File: src/hw/lsc_defines.svh
// How it works
// Reset starts Idle until advertising enabled.
// Enable moves Idle to Advertising, clear returns.
// Idle starts no radio, raises no events.
// One event per interval on 37,38,39.
// After each packet, listen for reply.
// Scan request answered with scan response.
// Connect request answered, enter slave connection.
// Master terminate leaves the connection.
// Local terminate sends terminate, then leaves.
// Supervision timeout with no packet leaves connection.
// On leaving, advertise if enable set, else Idle.
// Advertising and connection are separate build options.
// Flag duration expiry, scan response, connection events.
// State code: Idle 0, Adv bit0, Conn bit3.
// Enable changes take effect at event end.
//
// Purpose: Constants for the slave link state controller.
// Assumes: 125 MHz system clock.
// Notes: Times are in microseconds and converted to cycles.
`ifndef LSC_DEFINES_SVH
`define LSC_DEFINES_SVH
`define LSC_CLK_MHZ 125
`define LSC_ADV_INTERVAL_US 100000
`define LSC_ADV_INTERVAL_CYC (`LSC_ADV_INTERVAL_US * `LSC_CLK_MHZ)
`define LSC_LISTEN_US 200
`define LSC_LISTEN_CYC (`LSC_LISTEN_US * `LSC_CLK_MHZ)
`define LSC_SUPERVISION_US 1000000
`define LSC_SUPERVISION_CYC (`LSC_SUPERVISION_US * `LSC_CLK_MHZ)
`define LSC_ADV_DURATION_US 10000000
`define LSC_ADV_DURATION_CYC (`LSC_ADV_DURATION_US * `LSC_CLK_MHZ)
`define LSC_CODE_IDLE 4'h0
`define LSC_CODE_ADV 4'h1
`define LSC_CODE_CONN 4'h8
`define LSC_CH_FIRST 6'h25
`define LSC_CH_LAST 6'h27
`endif

File: src/hw/lsc_pkg.sv
// Purpose: Types for the slave link state controller.
// Assumes: Nothing beyond the defines header.
// Notes: Packet kinds are decoded outside this block.
package lsc_pkg;
   typedef enum logic [1:0] {LSC_IDLE, LSC_ADV, LSC_CONN} lsc_link_type;
   typedef enum logic [2:0] {LSC_PH_GAP, LSC_PH_TX, LSC_PH_RX, LSC_PH_RSP} lsc_phase_type;
   // Received packet indications, each a one-cycle pulse.
   typedef struct packed {
      logic scan_req;
      logic conn_req;
      logic terminate;
      logic any_pkt;
   } lsc_rx_type;
   // Radio commands.
   typedef struct packed {
      logic tx_adv;
      logic tx_scan_rsp;
      logic tx_conn_rsp;
      logic tx_terminate;
      logic rx_on;
      logic [5:0] channel;
   } lsc_radio_type;
   // Host events, each a one-cycle pulse.
   typedef struct packed {
      logic adv_duration_expired_event;
      logic scan_response_sent_event;
      logic connection_established_event;
   } lsc_event_type;
endpackage : lsc_pkg

File: src/hw/lsc_ctrl.sv
// Purpose: Link layer state controller for a slave-only device.
// Assumes: Radio reports packet kinds as one-cycle pulses; tx_done_i ends a transmission.
// Notes: Connection event timing itself is handled elsewhere.
`timescale 1ns/1ps
`default_nettype none
`include "lsc_defines.svh"
module lsc_ctrl
#(
   parameter bit HAS_ADV = 1'b1,
   parameter bit HAS_CONN = 1'b1,
   parameter int ADV_INTERVAL_CYC = `LSC_ADV_INTERVAL_CYC,
   parameter int LISTEN_CYC = `LSC_LISTEN_CYC,
   parameter int SUPERVISION_CYC = `LSC_SUPERVISION_CYC,
   parameter int ADV_DURATION_CYC = `LSC_ADV_DURATION_CYC
)
(
   // Clock and reset.
   input wire logic clk_i,
   input wire logic resetn_i,
   // Host control.
   input wire logic adv_enable_control_i,
   input wire logic local_terminate_i,
   // Radio.
   input wire lsc_pkg::lsc_rx_type rx_i,
   input wire logic tx_done_i,
   output lsc_pkg::lsc_radio_type radio_o,
   // Status.
   output logic [3:0] state_code_o,
   output lsc_pkg::lsc_event_type event_o
);
   lsc_pkg::lsc_link_type link, next_link;
   lsc_pkg::lsc_phase_type phase, next_phase;
   logic [5:0] chan, next_chan;
   logic [31:0] timer, next_timer;
   logic [31:0] dur, next_dur;
   logic [31:0] listen, next_listen;
   logic term_pend, next_term_pend;
   lsc_pkg::lsc_radio_type next_radio;
   lsc_pkg::lsc_event_type next_event;
   logic [3:0] next_code;

   function automatic logic [3:0] code_of(input lsc_pkg::lsc_link_type s);
      case (s)
         lsc_pkg::LSC_ADV: code_of = `LSC_CODE_ADV;
         lsc_pkg::LSC_CONN: code_of = `LSC_CODE_CONN;
         default: code_of = `LSC_CODE_IDLE;
      endcase
   endfunction : code_of

   always_comb
   begin
      next_link = link;
      next_phase = phase;
      next_chan = chan;
      next_timer = (timer != 32'h0) ? timer - 32'h1 : 32'h0;
      next_dur = dur;
      next_listen = (listen != 32'h0) ? listen - 32'h1 : 32'h0;
      next_term_pend = term_pend;
      next_radio = '0;
      next_radio.channel = chan;
      next_event = '0;
      case (link)
         lsc_pkg::LSC_IDLE:
         begin
            // Idle keeps the radio off and reports nothing; the channel reads zero as well.
            next_radio.channel = 6'h0;
            next_phase = lsc_pkg::LSC_PH_GAP;
            if (adv_enable_control_i && HAS_ADV)
            begin
               next_link = lsc_pkg::LSC_ADV;
               next_timer = 32'h0;
               next_dur = ADV_DURATION_CYC;
            end
         end
         lsc_pkg::LSC_ADV:
         begin
            if (dur != 32'h0)
               next_dur = dur - 32'h1;
            else
            begin
               next_event.adv_duration_expired_event = 1'b1;
               next_dur = ADV_DURATION_CYC;
            end
            case (phase)
               lsc_pkg::LSC_PH_GAP:
               begin
                  // Enable is sampled only between events, so a channel is never cut short.
                  if (!adv_enable_control_i)
                     next_link = lsc_pkg::LSC_IDLE;
                  else if (timer == 32'h0)
                  begin
                     next_chan = `LSC_CH_FIRST;
                     next_phase = lsc_pkg::LSC_PH_TX;
                     next_timer = ADV_INTERVAL_CYC;
                  end
               end
               lsc_pkg::LSC_PH_TX:
               begin
                  next_radio.tx_adv = 1'b1;
                  if (tx_done_i)
                  begin
                     next_phase = lsc_pkg::LSC_PH_RX;
                     next_listen = LISTEN_CYC;
                  end
               end
               lsc_pkg::LSC_PH_RX:
               begin
                  next_radio.rx_on = 1'b1;
                  if (rx_i.conn_req && HAS_CONN)
                  begin
                     next_phase = lsc_pkg::LSC_PH_RSP;
                  end
                  else if (rx_i.scan_req)
                     next_phase = lsc_pkg::LSC_PH_RSP;
               end
               default:
               begin
                  next_phase = lsc_pkg::LSC_PH_GAP;
               end
            endcase
         end
         lsc_pkg::LSC_CONN:
         begin
            next_radio.rx_on = ~term_pend;
            if (rx_i.any_pkt)
               next_timer = SUPERVISION_CYC;
            if (local_terminate_i)
               next_term_pend = 1'b1;
            if (term_pend)
            begin
               next_radio.tx_terminate = 1'b1;
            end
            if ((term_pend && tx_done_i) || rx_i.terminate || timer == 32'h0)
            begin
               next_term_pend = 1'b0;
               next_phase = lsc_pkg::LSC_PH_GAP;
               next_timer = 32'h0;
               // The exit follows the enable as it stands now, which is the last one written.
               if (adv_enable_control_i && HAS_ADV)
                  next_link = lsc_pkg::LSC_ADV;
               else
                  next_link = lsc_pkg::LSC_IDLE;
               next_dur = ADV_DURATION_CYC;
            end
         end
         default:
         begin
            next_link = lsc_pkg::LSC_IDLE;
         end
      endcase
      // Response and channel stepping inside an advertising event.
      if (link == lsc_pkg::LSC_ADV && phase == lsc_pkg::LSC_PH_RX)
      begin
         if (rx_i.conn_req && HAS_CONN)
            next_radio.tx_conn_rsp = 1'b1;
         else if (rx_i.scan_req)
            next_radio.tx_scan_rsp = 1'b1;
         // Every channel gets its own full window, so a late reply is still heard.
         else if (listen == 32'h0)
         begin
            if (chan == `LSC_CH_LAST)
               next_phase = lsc_pkg::LSC_PH_GAP;
            else
            begin
               next_chan = chan + 6'h1;
               next_phase = lsc_pkg::LSC_PH_TX;
            end
         end
      end
      if (link == lsc_pkg::LSC_ADV && phase == lsc_pkg::LSC_PH_RSP)
      begin
         if (radio_o.tx_conn_rsp)
         begin
            next_link = lsc_pkg::LSC_CONN;
            next_event.connection_established_event = 1'b1;
            next_timer = SUPERVISION_CYC;
         end
         else
         begin
            next_event.scan_response_sent_event = 1'b1;
            if (chan == `LSC_CH_LAST)
               next_phase = lsc_pkg::LSC_PH_GAP;
            else
            begin
               next_chan = chan + 6'h1;
               next_phase = lsc_pkg::LSC_PH_TX;
            end
         end
      end
      next_code = code_of(next_link);
   end

   always_ff @(posedge clk_i or negedge resetn_i)
   begin
      if (!resetn_i)
      begin
         link <= lsc_pkg::LSC_IDLE;
         phase <= lsc_pkg::LSC_PH_GAP;
         chan <= `LSC_CH_FIRST;
         timer <= 32'h0;
         dur <= 32'h0;
         listen <= 32'h0;
         term_pend <= 1'b0;
         radio_o <= '0;
         event_o <= '0;
         state_code_o <= `LSC_CODE_IDLE;
      end
      else
      begin
         link <= next_link;
         phase <= next_phase;
         chan <= next_chan;
         timer <= next_timer;
         dur <= next_dur;
         listen <= next_listen;
         term_pend <= next_term_pend;
         radio_o <= next_radio;
         event_o <= next_event;
         state_code_o <= next_code;
      end
   end

   chk_idle_quiet: assert property (@(posedge clk_i) disable iff (!resetn_i)
      (state_code_o == `LSC_CODE_IDLE && $past(state_code_o) == `LSC_CODE_IDLE)
      |-> (radio_o == '0 && event_o == '0))
      else $error("Idle state drives radio or events.");
   chk_no_conn_opt: assert property (@(posedge clk_i) disable iff (!resetn_i)
      !HAS_CONN |-> state_code_o != `LSC_CODE_CONN)
      else $error("Connection entered without connection option.");
   chk_conn_event: assert property (@(posedge clk_i) disable iff (!resetn_i)
      event_o.connection_established_event |-> state_code_o == `LSC_CODE_CONN)
      else $error("Connection event without connection state.");
   chk_idle_to_adv: assert property (@(posedge clk_i) disable iff (!resetn_i)
      (state_code_o == `LSC_CODE_IDLE && adv_enable_control_i && HAS_ADV)
      |=> state_code_o == `LSC_CODE_ADV)
      else $error("Enable did not start advertising.");
   chk_term_exit: assert property (@(posedge clk_i) disable iff (!resetn_i)
      (state_code_o == `LSC_CODE_CONN && rx_i.terminate)
      |=> state_code_o != `LSC_CODE_CONN)
      else $error("Master terminate did not end connection.");
   chk_scan_reply: assert property (@(posedge clk_i) disable iff (!resetn_i)
      (link == lsc_pkg::LSC_ADV && phase == lsc_pkg::LSC_PH_RX && rx_i.scan_req
       && !rx_i.conn_req) |=> radio_o.tx_scan_rsp ##1 event_o.scan_response_sent_event)
      else $error("Scan request not answered.");
   chk_chan_range: assert property (@(posedge clk_i) disable iff (!resetn_i)
      radio_o.tx_adv |-> (radio_o.channel >= `LSC_CH_FIRST
                          && radio_o.channel <= `LSC_CH_LAST))
      else $error("Advertising outside channels 37 to 39.");
   chk_exit_target: assert property (@(posedge clk_i) disable iff (!resetn_i)
      (state_code_o == `LSC_CODE_CONN && rx_i.terminate && adv_enable_control_i && HAS_ADV)
      |=> state_code_o == `LSC_CODE_ADV)
      else $error("Exit ignored the advertising enable.");
   chk_listen_holds: assert property (@(posedge clk_i) disable iff (!resetn_i)
      ($rose(radio_o.rx_on) && state_code_o == `LSC_CODE_ADV) |=> radio_o.rx_on)
      else $error("Listen window closed right after it opened.");
   chk_listen_follows: assert property (@(posedge clk_i) disable iff (!resetn_i)
      $fell(radio_o.tx_adv) |-> radio_o.rx_on)
      else $error("No listen window after an advertising packet.");
endmodule : lsc_ctrl
`default_nettype wire

File: config.mk
export PLATFORM = sky130hd
export DESIGN_NAME = lsc_ctrl
export DESIGN_NICKNAME = d
export VERILOG_FILES = /design/src/hw/lsc_pkg.sv /design/src/hw/lsc_ctrl.sv
export VERILOG_INCLUDE_DIRS = /design/src /design/src/hw
export SDC_FILE = /design/constraint.sdc
export NUM_CORES = 1
export LEC_CHECK = 0
export BUFFER_PORTS_ARGS = -buffer_cell sky130_fd_sc_hd__buf_2
export CAP_MARGIN = 15
export CORE_ASPECT_RATIO = 0.6
export CORE_MARGIN = 2
export CORE_UTILIZATION = 45
export DETAILED_ROUTE_END_ITERATION = 7
export GPL_TIMING_DRIVEN = 0
export HOLD_SLACK_MARGIN = 0.05
export PLACE_DENSITY = 0.65
export SYNTH_ARGS = -nofsm -noshare
export SYNTH_HDL_FRONTEND = slang
export SYNTH_SLANG_ARGS = --single-unit
export TNS_END_PERCENT = 30
File: constraint.sdc
create_clock -name clk_i -period 3.25 [get_ports clk_i]
set_clock_uncertainty 0.2 [all_clocks]
set_input_delay 0.4875 -clock clk_i [delete_from_list [all_inputs] [get_ports clk_i]]
set_output_delay 0.4875 -clock clk_i [all_outputs]
set_load 0.01 [all_outputs]
**Word-level counts from Yosys, hierarchy flattened**

Cells that the tools add are included.

- Flip-flop bits (word level): 126
- Input bits: 9
- Output and inout bits: 18
- Logic and storage cells: 120

- $add $sub $neg: 4
- Eq/ne operators: 10
- Muxes and demuxes: 72
- Bitwise gates (word level): 1
- Reductions and logical operators: 16

Operators by type and width:

| kind | count |
|---|---|
| $mux W32 | 16 |
| $pmux W32 S3 | 2 |
| $reduce_bool A32 Y1 | 3 |
| $sub A32 B1 Y32 const B | 3 |
| $mux W6 | 13 |
| $logic_not A32 Y1 | 2 |
| $mux W3 | 12 |
| $pmux W3 S3 | 2 |
| $mux W1 | 16 |
| $mux W2 | 8 |
| $pmux W4 S2 | 1 |
| $add A6 B1 Y6 const B | 1 |
| $eq A3 B2 Y1 const B | 2 |
| $eq A6 B6 Y1 const B | 1 |
| $pmux W2 S3 | 1 |
| $eq A2 B1 Y1 const B | 2 |
| $eq A2 B2 Y1 const B | 2 |
| $ne A2 B2 Y1 const B | 2 |
| $eq A3 B1 Y1 const B | 1 |
| $logic_and A1 B1 Y1 | 3 |
| $logic_not A3 Y1 | 1 |
| $reduce_and A3 Y1 | 1 |
| $reduce_bool A3 Y1 | 1 |
| $logic_not A2 Y1 | 1 |
| 5 further kinds | 6 |

**Longest topological paths before layout**

Gate-level depths: netlist (run 1).

- Word-level depth: 13
- Mapped depth: 10
- Depth with buffers taken out: 8

**Worst setup path before layout (run 1)**

No wires, ideal clock.

- Kind: reg-to-reg
- From: register listen[0]
- To: register chan[3]
- Setup time: 0.121 ns
- Arrival time: 2.801 ns
- Required time: 2.929 ns
- Slack: 0.128 ns
- Stages on the path, launching flop included: 9
- Buffers on the path: 0
- Clock period less this slack: 3.122 ns
- Cell sequence: dfrtp_1 > inv_1 > ha_1 > nor3b_1 > nand3_1 > or4b_2 > a21oi_1 > mux2_2 > a22o_1

- Longest elaborated chain between the ends: 8

RTL lines:

| what | RTL line | RTL |
|---|---|---|
| start: declaration | lsc_ctrl.sv:36 | `logic [31:0] listen, next_listen;` |
| start signal: assignment | lsc_ctrl.sv:215 | `listen <= next_listen;` |
| $logic_not A32 Y1 * | lsc_ctrl.sv:159 | `else if (listen == 32'h0)` |
| $mux W6 * | lsc_ctrl.sv:159 |  |
| $mux W6 * | lsc_ctrl.sv:156 | `else if (rx_i.scan_req)` |
| $mux W6 * | lsc_ctrl.sv:154 | `if (rx_i.conn_req && HAS_CONN)` |
| $mux W6 * | lsc_ctrl.sv:152 | `if (link == lsc_pkg::LSC_ADV && phase == lsc_pkg::LSC_PH_RX)` |
| $mux W6 | lsc_ctrl.sv:181 | `` if (chan == `LSC_CH_LAST) `` |
| $mux W6 | lsc_ctrl.sv:172 | `if (radio_o.tx_conn_rsp)` |
| $mux W6 * | lsc_ctrl.sv:170 | `if (link == lsc_pkg::LSC_ADV && phase == lsc_pkg::LSC_PH_RSP)` |
| named net next_chan[3] | lsc_ctrl.sv:33 | `logic [5:0] chan, next_chan;` |
| end signal: assignment | lsc_ctrl.sv:199 | `` chan <= `LSC_CH_FIRST; `` |
| end signal: assignment | lsc_ctrl.sv:212 | `chan <= next_chan;` |
| end: declaration | lsc_ctrl.sv:33 |  |

The timed path passes the listed nets; every way through them passes the cells marked *.
A chain may end at the register's enable or synchronous reset.

**Worst setup path in the final report (run 1)**

- From: register timer[22]
- To: register dur[7]

- Longest elaborated chain between the ends: 4

RTL lines:

| what | RTL line | RTL |
|---|---|---|
| start: declaration | lsc_ctrl.sv:34 | `logic [31:0] timer, next_timer;` |
| start signal: assignment | lsc_ctrl.sv:213 | `timer <= next_timer;` |
| $logic_not A32 Y1 | lsc_ctrl.sv:133 | `if ((term_pend && tx_done_i) \|\| rx_i.terminate \|\| timer == 32'h0)` |
| $logic_or A1 B1 Y1 | lsc_ctrl.sv:133 |  |
| $ne A2 B2 Y1 (no line) | -- |  |
| $reduce_and A3 Y1 (no line) | -- |  |
| end signal: assignment | lsc_ctrl.sv:214 | `dur <= next_dur;` |
| end: declaration | lsc_ctrl.sv:35 | `logic [31:0] dur, next_dur;` |

No other way between the ends.

==> run metrics, run 1 <==
outcome completed; routed wire length roughly 15 mm; wire length per cell 16.95 um; initial antenna violation count 0; Cells after Synth 645; GR Overflow Total 0; placed insts between 800 and 900; final net count slightly above 700; Total GRT Usage 0.2146; fin worst setup slack between 100 and 150 ps; TNS Setup 0 ps; clock-pin slew on the worst setup and hold paths approximately 60 ps; Max-slew headroom 0.5411; Die X 156.5 um; number of remaining DRC errors 0; Lkg Pwr between 3 and 4 nW; Crit Path Class reg -> reg; fillers between 1k and 1.5k; min-delay src rx_i[2]; Final Hold Viols 0; syn_area_per_cell between 9 and 10 um^2; ant diodes 0; Worst Setup End Kind flop; worst skew pair latency roughly 420 ps; fin crit share 0.9635; PwrDens about 850 nW/um^2; Setup Viol. Count Final 0; Crit path top cell by count a41oi_2; class of the worst hold path in -> reg; area leader, netlist dfrtp_1; largest net degree at the start of global routing 88; Startpoint Class flop; core box area 13630 um^2; Worst Path Max Fanout 10; DIE AREA approximately 15000 um^2; Yosys warnings 0; vias in the first global route 4848; Critical Path Source timer[22]; post-layout minimum cycle time ~3100 ps; post-detail-place hpwl approximately 10 mm; via count 5096; FP Rows 33; Slowest-stage cell, CP or4_1; first-pass GRT wire length between 20 and 25 mm; initial core utilization 0.4610; Reg area just over 3000 um^2; sequential fraction of the synthesis area 0.4946; worst-path cell chain or4_1, nor4_4, a41oi_2, buf_4, or3_4, nor2_4, buf_6, a41oi_2; CTS tree done; Syn Std Cell Area between 6000 and 7000 um^2; PortBufs 24; H-Tree Depth 4; Slew Limit Fails 0; max cap viols 0; most common cell in the netlist dfrtp_1; Max clock buf depth 2; Crit path max-delay family simple AND/OR/NAND/NOR gates; Synth area leaders dfrtp_1 48%, xnor2_1 6.0%, nor2_1 4.8%, o21ai_0 4.5%, nor3_1 2.9%; CTS sink count 124; Max Clock Freq approximately 320 MHz; Placer Congestion 0.7750; synth cell count leaders 121 x dfrtp_1, 80 x nor2_1, 57 x o21ai_0, 43 x xnor2_1, 37 x nor3_1; Pre-Repair DR Iteration Count 5; drt initial violations 310; Post-DRT Antenna Nets 0; Critical Path RT 3300 ps; Post-synth EDFFs 0; multi-input logic area about 3100 um^2; Worst path max stage delay roughly 660 ps; CP Buf/Inv Count 2; Chip Height approximately 96 um; IO Count 27; Max VDD drop around 0.43 mV; Setup WS pre-CTS -511.3 ps; dominant synthesized flop cell dfrtp_1; detailed-route vias per instance about 5.7; FF-to-FF Start timer[22]; Slew @ Worst Pin 686.9 ps; fin cells between 800 and 900; WP data arrival ~3200 ps; asr flop ratio synth 1.000; CTS Buf Count 17; unrepaired setup endpoints after global routing true; Synth top area share 0.4821; fraction of layout cells with a size suffix above 1 0.1699; Cell variety after synth 60; Yosys reg bits ~120; Area Overhead vs Synth 20.00%; CTS root buf clkbuf_16
## path summary, 6_finish.rpt
| path | endpoint | slack [ps] | depth (start not counted) |
|---|---|---|---|
| min reg2reg | dur[24] | 280 | 1 |
| max in group asynchronous | chan[5] | 1760 | 3 |
| max | dur[7] | 120 | 8 |
| min | radio_o[8] | 130 | 2 |
| max reg2reg | dur[7] | 120 | 8 |
| min in group asynchronous | listen[17] | 340 | 2 |
## cells by family after synthesis
logic type      after synthesis  share of synthesized area
simple gates                267                     0.2279
compound gates              142                     0.1444
flops                       124                     0.4946
xor+xnor                     56                    0.07809
buf+inv                      43                    0.03107
fa+ha+maj                    10                    0.01992
mux                           2                   0.003386
other cells                   1                  0.0005970
## flip-flops by register name, indices dropped and copies added, names as in the netlist
| name | flops |
|---|---|
| radio_o | 11 |
| chan | 6 |
| event_o | 3 |
| state_code_o | 2 |
| dur | 32 |
| term_pend | 1 |
| phase | 3 |
| link | 2 |
| listen | 32 |
| timer | 32 |
## layout make-up
cell class	instances	share of cell area
clock inverters	12	0.02241
multi-input cells	479	0.4120
repair buffers	41	0.03669
clock buffers	20	0.05926
well taps	175	0.02905
inverters	17	0.008466
flip-flops and latches	124	0.4122
plain buffers	25	0.01992
## metal layers
metal / share of wire / vias up / wire length [um] / track usage
li1: - / 2451 / - / -
met1: 0.52 / 2502 / 7889 / 0.3251
met2: 0.43 / 128 / 6457 / 0.3087
met3: 0.042 / 15 / 631 / 0.04045
met4: 0.010 / 0 / 155 / 0.06881
met5: 0 / - / 0 / 0
## stage by stage
step | hold WS [ps] | total power, W | utilization | instance area, um^2
2_1_floorplan | -8.091 | 0.003576 | - | 6285
3_3_place_gp | 259.8 | 0.004052 | 0.4861 | 6624
3_5_place_dp | 219.2 | 0.004143 | 0.4886 | 6658
4_1_cts | 120.6 | 0.006324 | 0.5477 | 7462
5_1_grt | 163.6 | 0.006791 | 0.5532 | 7537
6_report | 133.8 | 0.006406 | 0.5532 | 7537
## repair_timing
item | CTS | global route
pin swaps | 4 | 4
setup buffers | 11 | 4
endpoints found under the hold margin | 36 | 0
hold buffers | 1 | 0
gates resized for setup | 17 | 24
gates cloned | 0 | 0
endpoints found under the setup margin | 76 | 45
## power breakdown
group | leakage, nW | switching [W] | internal (W)
clock | 0.300 | 0.000697 | 0.00130
combinational | 1.38 | 0.00132 | 0.000920
sequential | 1.60 | 0.000322 | 0.00185
total | 3.27 | 0.00234 | 0.00406
## cell usage in the layout (no fill, tap or decap), types with 5 or more instances in the layout
cell       count
and2_1         7
or3_1         18
o21ai_0       56
nor2_1        80
xor2_1        13
or4_1         15
or2_2          6
nand3_1        9
clkbuf_16     17
clkinv_2       5
dfrtp_1      121
nor3_1        36
inv_1         17
nor4_1        17
clkbuf_1      12
nor2b_1       10
xnor2_1       43
nand2_1       23
buf_2         25
ha_1          10
buf_4         17
nor4_2         5
a31oi_1        9
a21oi_1       27
nand2b_1      10
buf_6          6
o31ai_1       15
nand4_1        5
Power figures use the tool's default switching activity.
==> run 2: changes to the inputs <==
- CORE_ASPECT_RATIO: 0.6 -> 0.5
==> run 2 against run 1 <==
Compared with the run above: first-iteration DRC count up 1.9%; critical endpoint is now chan[3]; register-to-register slack better by 30 ps; critical path type unchanged; critical path depth up 1; utilization down 0.33 points; power down 3.5%.
==> run metrics, run 2 (synthesis gave the netlist of run 1 again) <==
Die X 171.1 um (+9.3%); Max Clock Freq 321.9 MHz (+0.81%); final net count 718 (-0.83%); H-Tree Depth 4 (unchanged); PwrDens 827.5 nW/um^2 (-2.6%); Crit Path Class reg -> reg; ant diodes 0 (unchanged); Slew @ Worst Pin 741.3 ps (+54.39 ps); Max-slew headroom 0.5017 (-0.03939); Area Overhead vs Synth 18.96%; Worst path max stage delay 660 ps (about the same); max cap viols 0 (unchanged); Int Power 0.003923 W (-3.5%); worst-path cell chain inv_1, ha_1, clkbuf_4, nor4bb_4, and2_4, or4b_2, a21oi_4, mux2_2, a22o_1; largest net degree at the start of global routing 81 (-8.0%); number of remaining DRC errors 0 (unchanged); drt initial violations 316 (+1.9%); Slowest-stage cell, CP or4b_2; sw frac 0.3655 (about the same); outcome completed; Slew Limit Fails 0 (unchanged); commonest non-fill, non-tap cells in the layout 121 x dfrtp_1, 80 x nor2_1, 57 x o21ai_0; Critical Path RT 3350 ps (+50 ps); post-detail-place hpwl 9.008 mm (-11%); class of the worst hold path in -> reg; Post-DRT Antenna Nets 0 (unchanged); Final Hold Viols 0 (unchanged); CTS sink count 124 (unchanged); Setup Viol. Count Final 0 (unchanged); Core Util, Final 0.5499 (-0.003260); Gate power share 0.346 (-0.004); fin crit share 0.9558 (-0.007729); commonest non-fill, non-tap cell in the layout dfrtp_1; routed wire length 13.54 mm (-11%); WP data arrival 3210 ps (+30 ps); initial antenna violation count 0 (unchanged); post-layout minimum cycle time 3106 ps (-25.12 ps); DIE AREA 14980 um^2 (+0.18%); IO Count 27 (unchanged); Lkg Pwr 3.211 nW (-1.9%); Total GRT Usage 0.1956 (-0.01900); core box area 13590 um^2 (-0.28%); unrepaired setup endpoints after global routing true; first-pass GRT wire length 23.09 mm (-7.5%); worst skew pair latency 420 ps (about the same); FP Rows 30 (-9.1%); initial core utilization 0.4622 (+0.001273); fraction of layout cells with a size suffix above 1 0.1601 (-0.009804); wire length per cell 14.97 um (-12%); Pre-Repair DR Iteration Count 5 (unchanged); Max clock buf depth 2 (unchanged); Worst Setup End Kind flop; CTS Buf Count 17 (unchanged); Startpoint Class flop; sequential share of power 0.348 (+0.009); Tot Pwr 0.006183 W (-3.5%); clock-pin slew on the worst setup and hold paths 60 ps (about the same); Chip Height 87.54 um (-8.3%); Clock Power Share 0.306 (-0.005); Worst Path Max Fanout 10 (unchanged); Max VDD drop 0.4651 mV (+8.8%); PortBufs 24 (unchanged); top flop regs dur: 32 flops, listen: 32 flops, timer: 32 flops; detailed-route vias per instance 5.502 (-3.6%); GR Overflow Total 0 (unchanged); CTS root buf clkbuf_16; via count 4974 (-2.4%); switching power 0.002260 W (-3.5%); Placer Congestion 0.8213 (+6.0%); CTS tree done; vias in the first global route 4815 (-0.68%)
## run 2: cell count changes in the layout (fill, tap and decap cells not counted), moves of 2 or more
cell        before  now
clkinvlp_4       2    4
clkbuf_1        12   14
buf_4           17   11
buf_6            6    4
clkbuf_2         4    2
## run 2: layer usage
metal  vias to the layer above  routed length (um)  part of all wire  global-route usage
met1                      2453                6751              0.50              0.2643
met5                         -                   0                 0                   0
met4                         0                 129            0.0095             0.05316
li1                       2443                   -                 -                   -
met3                        13                 429             0.032             0.04925
met2                        65                6227              0.46              0.3185
## run 2: critical path: cells and delay by family (launching register included)
family          cells  cell delay (ps)
simple gates        3             1180
mux                 1              360
buf+inv             2              290
flops               1              420
fa+ha+maj           1              130
compound gates      2              400
## run 2: layout make-up
class                   instances  area (um^2)
plain buffers                  25        137.6
repair buffers                 35        231.5
well taps                     192        240.2
fillers                      1230         6116
inverters                      17        63.81
clock buffers                  19        432.9
flip-flops and latches        124         3107
clock inverters                13        150.1
multi-input cells             479         3109
## run 2: through the flow
stage / cell area (um^2) / setup TNS [ps] / cells / setup slack (ps) / hold slack (ps)
2_1_floorplan: 6285 / 0 / 646 / 127.9 / -8.091
3_3_place_gp: 6645 / -30880 / 862 / -408.9 / 260.6
3_5_place_dp: 6679 / -12370 / 863 / -424.4 / 245.3
4_1_cts: 7415 / 0 / 905 / 12.42 / 96.19
5_1_grt: 7472 / -184.3 / 904 / -37.38 / 105.3
6_report: 7472 / 0 / 904 / 143.6 / 106.0
## run 2: path summary, 6_finish.rpt
kind / depth (start not counted) / from / endpoint / slack, ps
max: 9 / link[1] / chan[3] / 140
min: 2 / rx_i[2] / radio_o[8] / 110
max reg2reg: 9 / link[1] / chan[3] / 140
min reg2reg: 1 / dur[24] / dur[24] / 280
max in group asynchronous: 3 / resetn_i / chan[2] / 1730
min in group asynchronous: 2 / resetn_i / listen[28] / 370
## run 2: repair_timing
| action | CTS | global route |
|---|---|---|
| pin swaps | 5 | 2 |
| endpoints found under the hold margin | 43 | 0 |
| hold buffers | 1 | 0 |
| endpoints found under the setup margin | 70 | 70 |
| setup buffers | 9 | 0 |
| resized for setup | 13 | 17 |
## run 2: power groups by stage
stage / clock network [W] / registers [W] / logic, W
CTS: 0.00192 / 0.00214 / 0.00213
finish: 0.00189 / 0.00215 / 0.00214
floorplan: 0 / 0.00210 / 0.00147
global route: 0.00200 / 0.00220 / 0.00239
detailed placement: 0 / 0.00214 / 0.00195
global placement: 0 / 0.00213 / 0.00190
